## src/rxd_consts.vh

```
// constants for the receive descriptor status engine
`ifndef RXD_CONSTS_VH
`define RXD_CONSTS_VH
// register byte offsets on the plain register port
`define RXD_OFF_RX_BASE   8'h00
`define RXD_OFF_TX_BASE   8'h04
`define RXD_OFF_MODE      8'h08
`define RXD_OFF_CUR_DESC  8'h0c
`define RXD_OFF_STATUS    8'h10
`define RXD_OFF_POLL      8'h14
// operating_mode_reg fields and reset value
`define RXD_MODE_RESET    32'h0000_0000
`define RXD_MODE_START    1
`define RXD_MODE_PASS_BAD 3
`define RXD_MODE_OP_HI    11
`define RXD_MODE_OP_LO    10
// rx_status_word fields
`define RXD_ST_OWN        31
`define RXD_ST_LEN_HI     30
`define RXD_ST_LEN_LO     16
`define RXD_LEN_W         15
// rx_control_word fields
`define RXD_CT_SZ1_HI     10
`define RXD_CT_SZ1_LO     0
`define RXD_CT_SZ2_HI     21
`define RXD_CT_SZ2_LO     11
`define RXD_CT_RING_END   25
`define RXD_CT_CHAIN      24
`define RXD_SZ_W          11
// frame_origin_code values
`define RXD_DT_SERIAL     2'h0
`define RXD_DT_INT_LOOP   2'h1
`define RXD_DT_EXT_LOOP   2'h2
`define RXD_OP_NORMAL     2'h0
`define RXD_OP_INT_LOOP   2'h1
// descriptor layout and limits
`define RXD_W_CTL         32'h0000_0004
`define RXD_W_B1          32'h0000_0008
`define RXD_W_B2          32'h0000_000c
`define RXD_DESC_STEP     32'h0000_0010
`define RXD_WORD_BYTES    11'h004
`define RXD_MAX_LEN       15'h05ee
`endif

```

## src/rxd_engine.v

```verilog
// receive descriptor walker and rx_status_word write-back
//
// Local design decisions: the plain strobed port and the register offsets.
`timescale 1ns/100ps
`default_nettype none
// How it works
// separate receive and transmit list bases held in rx_list_base_reg, tx_list_base_reg
// next descriptor by ring step, wrap at ring end, or chain bit 24
// each descriptor feeds at most two buffers with own size and address
// a buffer holds one frame or part of it; frames span descriptors
// host places descriptors and receive buffers on longword addresses
// buffers get frame data only; status goes to the descriptor
// bit 31 ownership; cleared on frame end or buffers full
// bits 30:16 carry frame length including crc
// error summary is or of overflow, crc, collision, too long, runt, shortfall
// shortfall set and frame truncated when next descriptor not owned
// bits 13:12 give frame origin: serial, internal or external loopback
// origin code 10 comes only from operating mode bits 11:10
// runt flag only without overflow; runts kept only with pass-bad set (truncated runts are kept without it)
// group address flag for multicast destination
// start flag on descriptor with first data; zero sizes skip ahead
// end flag on descriptor holding the frame's final part
// per-frame flags meaningful only where end flag is set
// oversize flag above 1518 bytes, no truncation
// late collision flag passed into status
// status lands in the same write that clears ownership
`include "rxd_consts.vh"
module rxd_engine
#(
  parameter AW = 32
)
(
  input  wire          clock_i,
  input  wire          rstn_i,
  input  wire [7:0]    reg_addr_i,
  input  wire [31:0]   reg_wdata_i,
  input  wire          reg_wr_i,
  input  wire          reg_rd_i,
  output reg  [31:0]   reg_rdata_o,
  output reg           mem_req_o,
  output reg           mem_we_o,
  output reg  [AW-1:0] mem_addr_o,
  output reg  [31:0]   mem_wdata_o,
  input  wire          mem_ack_i,
  input  wire [31:0]   mem_rdata_i,
  input  wire [31:0]   rx_data_i,
  input  wire          rx_valid_i,
  input  wire          rx_last_i,
  input  wire [2:0]    rx_bytes_i,
  input  wire          rx_overflow_i,
  input  wire          rx_crc_err_i,
  input  wire          rx_late_col_i,
  input  wire          rx_runt_i,
  input  wire          rx_multicast_i,
  output reg           rx_ready_o
);

  localparam [3:0] S_IDLE  = 4'h0;
  localparam [3:0] S_OWN   = 4'h1;
  localparam [3:0] S_CTL   = 4'h2;
  localparam [3:0] S_B1    = 4'h3;
  localparam [3:0] S_B2    = 4'h4;
  localparam [3:0] S_DATA  = 4'h5;
  localparam [3:0] S_NEXT  = 4'h6;
  localparam [3:0] S_DRAIN = 4'h7;
  localparam [3:0] S_STAT  = 4'h8;
  localparam [3:0] S_SUSP  = 4'h9;

  reg [3:0]            state;
  reg [31:0]           rx_list_base_reg;
  reg [31:0]           tx_list_base_reg;
  reg [31:0]           operating_mode_reg;
  reg [AW-1:0]         cur_addr;
  reg [AW-1:0]         frame_desc;
  reg [`RXD_SZ_W-1:0]  sz1;
  reg [`RXD_SZ_W-1:0]  sz2;
  reg [`RXD_SZ_W-1:0]  rem;
  reg                  chain;
  reg                  ring_end;
  reg [AW-1:0]         b1_addr;
  reg [AW-1:0]         b2_addr;
  reg [AW-1:0]         buf_ptr;
  reg                  buf_sel;
  reg                  in_frame;
  reg                  fs_here;
  reg                  got_last;
  reg                  is_last;
  reg                  trunc;
  reg [`RXD_LEN_W-1:0] flen;
  reg                  f_of;
  reg                  f_ce;
  reg                  f_cs;
  reg                  f_runt;
  reg                  f_mf;
  reg [15:0]           frame_cnt;

  wire                 pass_bad = operating_mode_reg[`RXD_MODE_PASS_BAD];
  wire [1:0]           op_mode  = operating_mode_reg[`RXD_MODE_OP_HI:`RXD_MODE_OP_LO];
  wire                 accept   = rx_valid_i & rx_ready_o;

  // next descriptor: chained, wrapped to the list base, or one step on
  wire [AW-1:0] nxt_addr = chain    ? b2_addr :
                           ring_end ? rx_list_base_reg[AW-1:0] :
                           cur_addr + `RXD_DESC_STEP;

  // origin follows the mode setting only, not the frame itself
  wire [1:0] dt = (op_mode == `RXD_OP_NORMAL)   ? `RXD_DT_SERIAL :
                  (op_mode == `RXD_OP_INT_LOOP) ? `RXD_DT_INT_LOOP :
                  `RXD_DT_EXT_LOOP;

  wire rf = f_runt & ~f_of;
  wire tl = (flen > `RXD_MAX_LEN);
  wire es = f_of | f_ce | f_cs | tl | rf | trunc;

  // frame flags only travel in the closing descriptor
  wire [31:0] stat_last = {1'b0, flen, es, trunc, dt, rf, f_mf, fs_here,
                           1'b1, tl, f_cs, 2'h0, 1'b1, 1'b0, f_ce, f_of};
  wire [31:0] stat_part = {1'b0, {`RXD_LEN_W{1'b0}}, 6'h00, fs_here,
                           1'b0, 8'h00};
  wire drop_runt = rf & ~pass_bad & ~trunc;
  wire [2:0] nbytes = rx_last_i ? rx_bytes_i : 3'h4;

  // register reads answer one cycle after the strobe
  always @(posedge clock_i or negedge rstn_i)
  begin
    if (!rstn_i)
      reg_rdata_o <= 32'h0000_0000;
    else if (reg_rd_i)
    begin
      case (reg_addr_i)
        `RXD_OFF_RX_BASE:  reg_rdata_o <= rx_list_base_reg;
        `RXD_OFF_TX_BASE:  reg_rdata_o <= tx_list_base_reg;
        `RXD_OFF_MODE:     reg_rdata_o <= operating_mode_reg;
        `RXD_OFF_CUR_DESC: reg_rdata_o <= cur_addr;
        `RXD_OFF_STATUS:   reg_rdata_o <= {frame_cnt, 12'h000, state};
        default:           reg_rdata_o <= 32'h0000_0000;
      endcase
    end
  end

  // list bases and mode; low address bits forced clear for alignment
  always @(posedge clock_i or negedge rstn_i)
  begin
    if (!rstn_i)
    begin
      rx_list_base_reg   <= 32'h0000_0000;
      tx_list_base_reg   <= 32'h0000_0000;
      operating_mode_reg <= `RXD_MODE_RESET;
    end
    else if (reg_wr_i)
    begin
      if (reg_addr_i == `RXD_OFF_RX_BASE)
        rx_list_base_reg <= {reg_wdata_i[31:2], 2'h0};
      if (reg_addr_i == `RXD_OFF_TX_BASE)
        tx_list_base_reg <= {reg_wdata_i[31:2], 2'h0};
      if (reg_addr_i == `RXD_OFF_MODE)
        operating_mode_reg <= reg_wdata_i;
    end
  end

  // descriptor walker; one memory request outstanding at a time
  always @(posedge clock_i or negedge rstn_i)
  begin
    if (!rstn_i)
    begin
      state       <= S_IDLE;
      mem_req_o   <= 1'b0;
      mem_we_o    <= 1'b0;
      mem_addr_o  <= {AW{1'b0}};
      mem_wdata_o <= 32'h0000_0000;
      rx_ready_o  <= 1'b0;
      cur_addr    <= {AW{1'b0}};
      frame_desc  <= {AW{1'b0}};
      sz1         <= {`RXD_SZ_W{1'b0}};
      sz2         <= {`RXD_SZ_W{1'b0}};
      rem         <= {`RXD_SZ_W{1'b0}};
      chain       <= 1'b0;
      ring_end    <= 1'b0;
      b1_addr     <= {AW{1'b0}};
      b2_addr     <= {AW{1'b0}};
      buf_ptr     <= {AW{1'b0}};
      buf_sel     <= 1'b0;
      in_frame    <= 1'b0;
      fs_here     <= 1'b0;
      got_last    <= 1'b0;
      is_last     <= 1'b0;
      trunc       <= 1'b0;
      flen        <= {`RXD_LEN_W{1'b0}};
      f_of        <= 1'b0;
      f_ce        <= 1'b0;
      f_cs        <= 1'b0;
      f_runt      <= 1'b0;
      f_mf        <= 1'b0;
      frame_cnt   <= 16'h0000;
    end
    else
    begin
      rx_ready_o <= 1'b0;
      // a base write while parked restarts the walk at the list head
      if (reg_wr_i && reg_addr_i == `RXD_OFF_RX_BASE &&
          (state == S_IDLE || state == S_SUSP))
        cur_addr <= {reg_wdata_i[AW-1:2], 2'h0};
      // frame bytes counted in both data and drain; flags caught at end
      if (accept)
      begin
        flen <= flen + {{(`RXD_LEN_W-3){1'b0}}, nbytes};
        if (rx_last_i)
        begin
          got_last <= 1'b1;
          f_of     <= rx_overflow_i;
          f_ce     <= rx_crc_err_i;
          f_cs     <= rx_late_col_i;
          f_runt   <= rx_runt_i;
          f_mf     <= rx_multicast_i;
        end
      end
      case (state)
        S_IDLE:
        begin
          if (operating_mode_reg[`RXD_MODE_START] && rx_valid_i)
          begin
            state      <= S_OWN;
            mem_req_o  <= 1'b1;
            mem_we_o   <= 1'b0;
            mem_addr_o <= cur_addr;
          end
        end
        S_OWN:
        begin
          if (mem_ack_i)
          begin
            if (mem_rdata_i[`RXD_ST_OWN])
            begin
              state      <= S_CTL;
              frame_desc <= cur_addr;
              mem_addr_o <= cur_addr + `RXD_W_CTL;
            end
            else
            begin
              state     <= S_SUSP;
              mem_req_o <= 1'b0;
            end
          end
        end
        S_CTL:
        begin
          if (mem_ack_i)
          begin
            sz1        <= mem_rdata_i[`RXD_CT_SZ1_HI:`RXD_CT_SZ1_LO];
            sz2        <= mem_rdata_i[`RXD_CT_SZ2_HI:`RXD_CT_SZ2_LO];
            chain      <= mem_rdata_i[`RXD_CT_CHAIN];
            ring_end   <= mem_rdata_i[`RXD_CT_RING_END];
            state      <= S_B1;
            mem_addr_o <= cur_addr + `RXD_W_B1;
          end
        end
        S_B1:
        begin
          if (mem_ack_i)
          begin
            b1_addr    <= {mem_rdata_i[AW-1:2], 2'h0};
            state      <= S_B2;
            mem_addr_o <= cur_addr + `RXD_W_B2;
          end
        end
        S_B2:
        begin
          if (mem_ack_i)
          begin
            b2_addr   <= {mem_rdata_i[AW-1:2], 2'h0};
            buf_sel   <= 1'b0;
            buf_ptr   <= b1_addr;
            rem       <= sz1; // zero size falls straight to buffer two
            mem_req_o <= 1'b0;
            state     <= S_DATA;
          end
        end
        S_DATA:
        begin
          if (mem_req_o)
          begin
            if (mem_ack_i)
            begin
              mem_req_o <= 1'b0;
              if (got_last)
              begin
                is_last <= 1'b1;
                state   <= S_STAT;
              end
            end
          end
          else if (rem == {`RXD_SZ_W{1'b0}})
          begin
            // second buffer is the next link when chaining
            if (!buf_sel && !chain && sz2 != {`RXD_SZ_W{1'b0}})
            begin
              buf_sel <= 1'b1;
              buf_ptr <= b2_addr;
              rem     <= sz2;
            end
            else
            begin
              // buffers full mid-frame: look at next ownership first
              state      <= S_NEXT;
              mem_req_o  <= 1'b1;
              mem_we_o   <= 1'b0;
              mem_addr_o <= nxt_addr;
            end
          end
          else if (accept)
          begin
            // frame data only goes to the buffer
            mem_req_o   <= 1'b1;
            mem_we_o    <= 1'b1;
            mem_addr_o  <= buf_ptr;
            mem_wdata_o <= rx_data_i;
            buf_ptr     <= buf_ptr + `RXD_WORD_BYTES;
            rem         <= (rem > `RXD_WORD_BYTES) ? rem - `RXD_WORD_BYTES :
                           {`RXD_SZ_W{1'b0}};
            in_frame    <= 1'b1;
            if (!in_frame)
              fs_here <= 1'b1;
          end
          else
            rx_ready_o <= 1'b1;
        end
        S_NEXT:
        begin
          if (mem_ack_i)
          begin
            if (mem_rdata_i[`RXD_ST_OWN])
            begin
              // close this one without end flag, frame carries on
              is_last     <= 1'b0;
              state       <= S_STAT;
              mem_we_o    <= 1'b1;
              mem_addr_o  <= cur_addr;
              mem_wdata_o <= stat_part;
            end
            else if (in_frame)
            begin
              trunc     <= 1'b1; // rest of frame is thrown away
              mem_req_o <= 1'b0;
              state     <= S_DRAIN;
            end
            else
            begin
              mem_req_o <= 1'b0;
              state     <= S_SUSP;
            end
          end
        end
        S_DRAIN:
        begin
          if (got_last)
          begin
            is_last <= 1'b1;
            state   <= S_STAT;
          end
          else if (!accept)
            rx_ready_o <= 1'b1;
        end
        S_STAT:
        begin
          if (!mem_req_o)
          begin
            if (drop_runt)
            begin
              // untruncated runt without pass-bad: reuse its descriptor
              cur_addr <= frame_desc;
              in_frame <= 1'b0;
              fs_here  <= 1'b0;
              got_last <= 1'b0;
              flen     <= {`RXD_LEN_W{1'b0}};
              state    <= S_IDLE;
            end
            else
            begin
              // status and cleared ownership in one write
              mem_req_o   <= 1'b1;
              mem_we_o    <= 1'b1;
              mem_addr_o  <= cur_addr;
              mem_wdata_o <= stat_last;
            end
          end
          else if (mem_ack_i)
          begin
            cur_addr <= nxt_addr;
            fs_here  <= 1'b0;
            if (is_last)
            begin
              mem_req_o <= 1'b0;
              in_frame  <= 1'b0;
              got_last  <= 1'b0;
              trunc     <= 1'b0;
              flen      <= {`RXD_LEN_W{1'b0}};
              frame_cnt <= frame_cnt + 16'h0001;
              state     <= S_IDLE;
            end
            else
            begin
              // ownership already seen, go on to its control word
              mem_we_o   <= 1'b0;
              mem_addr_o <= nxt_addr + `RXD_W_CTL;
              state      <= S_CTL;
            end
          end
        end
        S_SUSP:
        begin
          // host hands over descriptors, then pokes the poll offset
          if (reg_wr_i && reg_addr_i == `RXD_OFF_POLL)
            state <= in_frame ? S_DRAIN : S_IDLE;
        end
        default:
        begin
          state     <= S_IDLE;
          mem_req_o <= 1'b0;
        end
      endcase
    end
  end

endmodule // rxd_engine
`default_nettype wire

```

## config.mk

```make
export PLATFORM = sky130hd
export DESIGN_NAME = rxd_engine
export DESIGN_NICKNAME = d
export VERILOG_FILES = /design/src/rxd_engine.v
export VERILOG_INCLUDE_DIRS = /design/src
export SDC_FILE = /design/constraint.sdc
export NUM_CORES = 1
export LEC_CHECK = 0
export BUFFER_PORTS_ARGS = -buffer_cell sky130_fd_sc_hd__buf_2
export CAP_MARGIN = 0
export CORE_MARGIN = 10
export CORE_UTILIZATION = 50
export DETAILED_ROUTE_END_ITERATION = 10
export HOLD_SLACK_MARGIN = 0.02
export PLACE_DENSITY_LB_ADDON = 0.2
export SLEW_MARGIN = 20
export SYNTH_ARGS = -nofsm -noshare
export SYNTH_HDL_FRONTEND = slang
export SYNTH_SLANG_ARGS = --single-unit
```

## constraint.sdc

```tcl
create_clock -name clock_i -period 7.4 [get_ports clock_i]
set_input_delay 0.74 -clock clock_i [delete_from_list [all_inputs] [get_ports clock_i]]
set_output_delay 0.74 -clock clock_i [all_outputs]
set_load 0.05 [all_outputs]
```

# Word-level counts from Yosys, hierarchy flattened
# Cells that the tools add are included.
# word_totals
ff_bits	428
inputBits	119
wordCells	293
# classes
addsub	9
n_lt_le_gt_ge	2
eq_ne	52
n_mux	141
bitwise	13
n_reduce_logical	43
# op_table
op	n
32-bit 2-to-1 mux	34
32-bit one-hot mux with 7 select lines	1
32-bit one-hot mux with 5 select lines	1
32-bit by 3-bit adder with 32-bit output, second input constant	3
32-bit one-hot mux with 3 select lines	1
15-bit 2-to-1 mux	6
4-bit 2-to-1 mux	18
11-bit 2-to-1 mux	6
32-bit by 4-bit adder with 32-bit output, second input constant	2
32-bit one-hot mux with 2 select lines	1
1-bit 2-to-1 mux	58
2-bit inequality test, second input constant	23
4-bit one-hot mux with 10 select lines	1
3-bit inequality test, second input constant	11
32-bit by 5-bit adder with 32-bit output, second input constant	1
11-bit one-hot mux with 2 select lines	1
7-bit AND reduction	3
5-bit AND reduction	4
16-bit by 1-bit adder with 16-bit output, second input constant	1
4-bit by 3-bit equality test with 1-bit output, second input constant	4
8-bit by 4-bit equality test with 1-bit output, second input constant	2
8-bit by 5-bit equality test with 1-bit output, second input constant	2
15-bit by 3-bit adder with 15-bit output	1
15-bit by 11-bit > comparator with 1-bit output, second input constant	1
38 further kinds	74

# Depth between registers and ports, before layout
# depth
ltp_word	8
mapped_depth	15
ltp_nobuf	13

# Worst setup path before layout
# Ideal clock, no wire load.
# synth_timing
path_type	flip-flop to flip-flop
from	reg state[2]
to	reg mem_addr_o[31]
arrival_ps	3359
required_time_ps	7313
setup_slack_ps	3954
stages_incl_launch_ff	15
path_buffers	3
synth_period_minus_slack_ps	3446
cell_sequence	dfrtp_1 -> clkbuf_1 -> clkbuf_1 -> or2_2 -> clkbuf_1 -> nor2_1 -> ha_1 -> a21oi_1 -> nor4_1 -> a22oi_1 -> or4_1 -> o211a_1 -> nand4_1 -> a211oi_1 -> a22oi_1
# synth_between
elab_chain_len	3
# synth_lines
element	line	text
from (decl)	rxd_engine.v:69	reg [3:0] state;
from (signal assigned)	rxd_engine.v:413	state <= in_frame ? S_DRAIN : S_IDLE;
4-bit equality test (tied with other cells)	rxd_engine.v:217	case (state)
7-bit nonzero test (no source line) (tied with other cells)	-	
14-bit AND reduction (no source line)	-	
to (signal assigned)	rxd_engine.v:225	mem_addr_o <= cur_addr;
to (signal assigned)	rxd_engine.v:236	mem_addr_o <= cur_addr + `RXD_W_CTL;
to (signal assigned)	rxd_engine.v:254	mem_addr_o <= cur_addr + `RXD_W_B1;
to (decl)	rxd_engine.v:42	output reg [AW-1:0] mem_addr_o,
# Several ways; a longest one is shown, not always the timed one.
# A chain may end at the register's enable or synchronous reset.

# Final worst setup path
# layout_timing
from	reg state[0]
to	reg mem_addr_o[15]
# The elaborated chain is that of the path after synthesis.

==> out/results.txt <==
Crit path max-delay family: compound AO/OA/AOI/OAI gates
fin crit share: 61.5%
Finished Layout Cells: 3,201
first-pass GRT wire length: 132 mm
peak supply drop: 0.282 mV
gpl congestion: 1.04
Initial Util: 50.5%
Yosys top cell area share: 45.4%
wire per inst: 27.4 um
Critical Path Max Stage Delay: 0.79 ns
synthesis-stage register bit count: 426
Vias/cell: 6.56
Final Hold Fails: 0
CTS Buffer Depth: 3
DRT Pass-1 Iters: 8
upper clock frequency limit: 0.220 GHz
Slew @ Worst Pin: 1.30 ns
Placed Cells: 3,116
Clock Skew: 0.0247 ns
crit path max fanout: 22
Critical Path RT: 7.82 ns
gr usage total: 30.4%
r2r setup slk: 2.85 ns
I/O pin count: 218
most frequent cell after synthesis: dfrtp_1
Post-synth EDFFs: 0
Netlist Area Pre-Place: 23,500 um^2
fin nets: 2,691
CP arrival: 4.97 ns
worst-path cell chain: nand2b_1, or2_2, nor2_1, ha_1, a21oi_1, nor4_1, buf_4, a22oi_1, nor3_1, a2111oi_0, o21ai_0, o21ai_0, o21ai_0
largest cells by area after synthesis: dfrtp_1 (45%), mux2_2 (10%), o21ai_0 (4.1%)
Die Wd: 237 um
Post-DP HPWL: 63.8 mm
total of max-cap violations: 0
CTS tree: yes
number of global-route vias before repair: 20,196
clk slew on worst S/H paths: 0.07 ns
initial antenna violation count: 1
FP Rows: 79
buffers added on ports: 217
H-tree depth: 2
routed vias: 21,008
worst-skew pair later-pin latency: 0.59 ns
proportion of layout cells with a drive suffix above 1: 23.5%
total die area: 56,000 um^2
syn_area_per_cell: 9.66 um^2
# resized after CTS: 0
Slew headroom: 12.9%
first-iteration detailed-routing DRC count: 2,555
Routed Antenna Nets: 0
post-synth top area cell: dfrtp_1
GRT Residual Overflow: 0
# setup viols final: 0
hold_buf cts: 0
P_leak: 0.0116 uW
Ys Warns: 0
Setup CP Type: register to register
synthesis-to-finish area growth: 12.9%
# Post-CTS Setup Buffers: 0
worst path bufs/invs: 1
Final Util: 57.1%
most frequent CP cell: o21ai_0
PD cells: 400 nW/um^2
Post-synth top cells: dfrtp_1 (426), nor2_1 (222), nand2_1 (217), mux2_2 (210), o21ai_0 (192)
CP max-delay cell: dfrtp_1
Min-Delay Path Class: primary input to asynchronous set/reset pin
sequential area share after synthesis: 45.4%
total CTS buffers: 47
CP Capture Type: register
pin count of the biggest net entering global routing: 162
fillers: 4,102
run status: complete, no violations
CP Launch Type: register
total wire length: 87.9 mm
clk root buf: clkbuf_16
core area: 46,500 um^2
cells after synthesis: 2,432
RSZ-0062 raised after global routing: false
clock sink count: 426
clock period minus worst slack: 4.55 ns
Die H: 237 um
Netlist cell types: 83
Syn Nets: 2,565
setup TNS: 0 ns
n_diodes: 0
Final Max Tran Viols: 0
number of remaining DRC errors: 0
top_reg_cell synth: dfrtp_1
ys async rst share: 100%
-- path summary, 6_finish.rpt --
| kind | depth (start not counted) | start | to |
|---|---|---|---|
| worst max-delay path | 13 | state[0] | mem_addr_o[15] |
| worst min-delay path | 1 | rstn_i | reg_rdata_o[30] |
| worst max register to register | 13 | state[0] | mem_addr_o[15] |
| worst min register to register | 2 | mem_addr_o[2] | mem_addr_o[2] |
| max in group asynchronous | 2 | rstn_i | flen[8] |
| min in group clock_i | 3 | rx_data_i[2] | mem_wdata_o[2] |
-- logic make-up (layout without fill, tap and decap cells) --
kind of cell | after synthesis | after routing | share of synthesized area (%)
and+or+nand+nor | 739 | 739 | 15.0
DFF | 426 | 426 | 45.4
xor gates and xnor gates | 66 | 66 | 2.46
buffers and inverters | 241 | 403 | 3.98
AOI/OAI and AO/OA | 682 | 682 | 18.6
adders and majority gates | 14 | 14 | 0.810
muxes | 264 | 264 | 13.8
-- where the power goes --
part | total [uW] | internal, uW | leakage, uW | switching, uW
Clock | 2260 | 1290 | 0.000716 | 968
Combinational | 4440 | 1450 | 0.00536 | 2990
Sequential | 3910 | 2990 | 0.00553 | 917
-- cells in the final DEF, fill, tap and decap left out, types with 9 or more instances in the layout --
master       n
dfrtp_1    426
nor2_1     217
buf_2      216
nand2_1    214
mux2_2     210
o21ai_0    192
a21oi_1    164
a22oi_1     65
nand3_1     63
inv_1       53
clkbuf_16   47
buf_4       45
nor3_1      42
o22ai_1     42
xnor2_1     40
nand4_1     36
a221oi_1    35
and3_1      31
mux2i_1     28
xor2_1      26
mux4_2      26
o31ai_1     22
a31oi_1     21
nor4_1      20
a221o_1     18
o311ai_0    18
nand2b_1    17
a211oi_1    16
and2_1      15
clkbuf_1    15
o211ai_1    12
ha_1        12
clkinv_2    11
or4_1       10
or3_1        9
-- per-layer routing --
metal	part of all wire, %	up-vias	GRT usage, %
met3	9.2	135	7.17
met5	0	-	0
met2	44	1041	44.9
li1	-	9244	-
met4	3.2	0	9.90
met1	43	10588	43.4
-- layout make-up --
type	count	area (um^2)	area share (%)
clock buffer	70	1340	5.06
clock inverter	15	109	0.411
tap	607	759	2.86
sequential	426	10700	40.2
multi-input combinational	1765	12000	45.1
inverter	54	203	0.764
timing repair buffer	264	1470	5.56
-- per-stage QoR --
step,setup slack (ns),hold slack (ns),total power (uW),instance area (um^2)
2_1_floorplan,3.95,0.444,6570,23500
3_3_place_gp,2.99,0.458,8190,25100
3_5_place_dp,2.97,0.470,8240,25100
4_1_cts,2.99,0.295,10500,26500
5_1_grt,2.70,0.327,11100,26500
6_report,2.85,0.264,10600,26500
No activity file was read; power rests on OpenSTA's default activity.
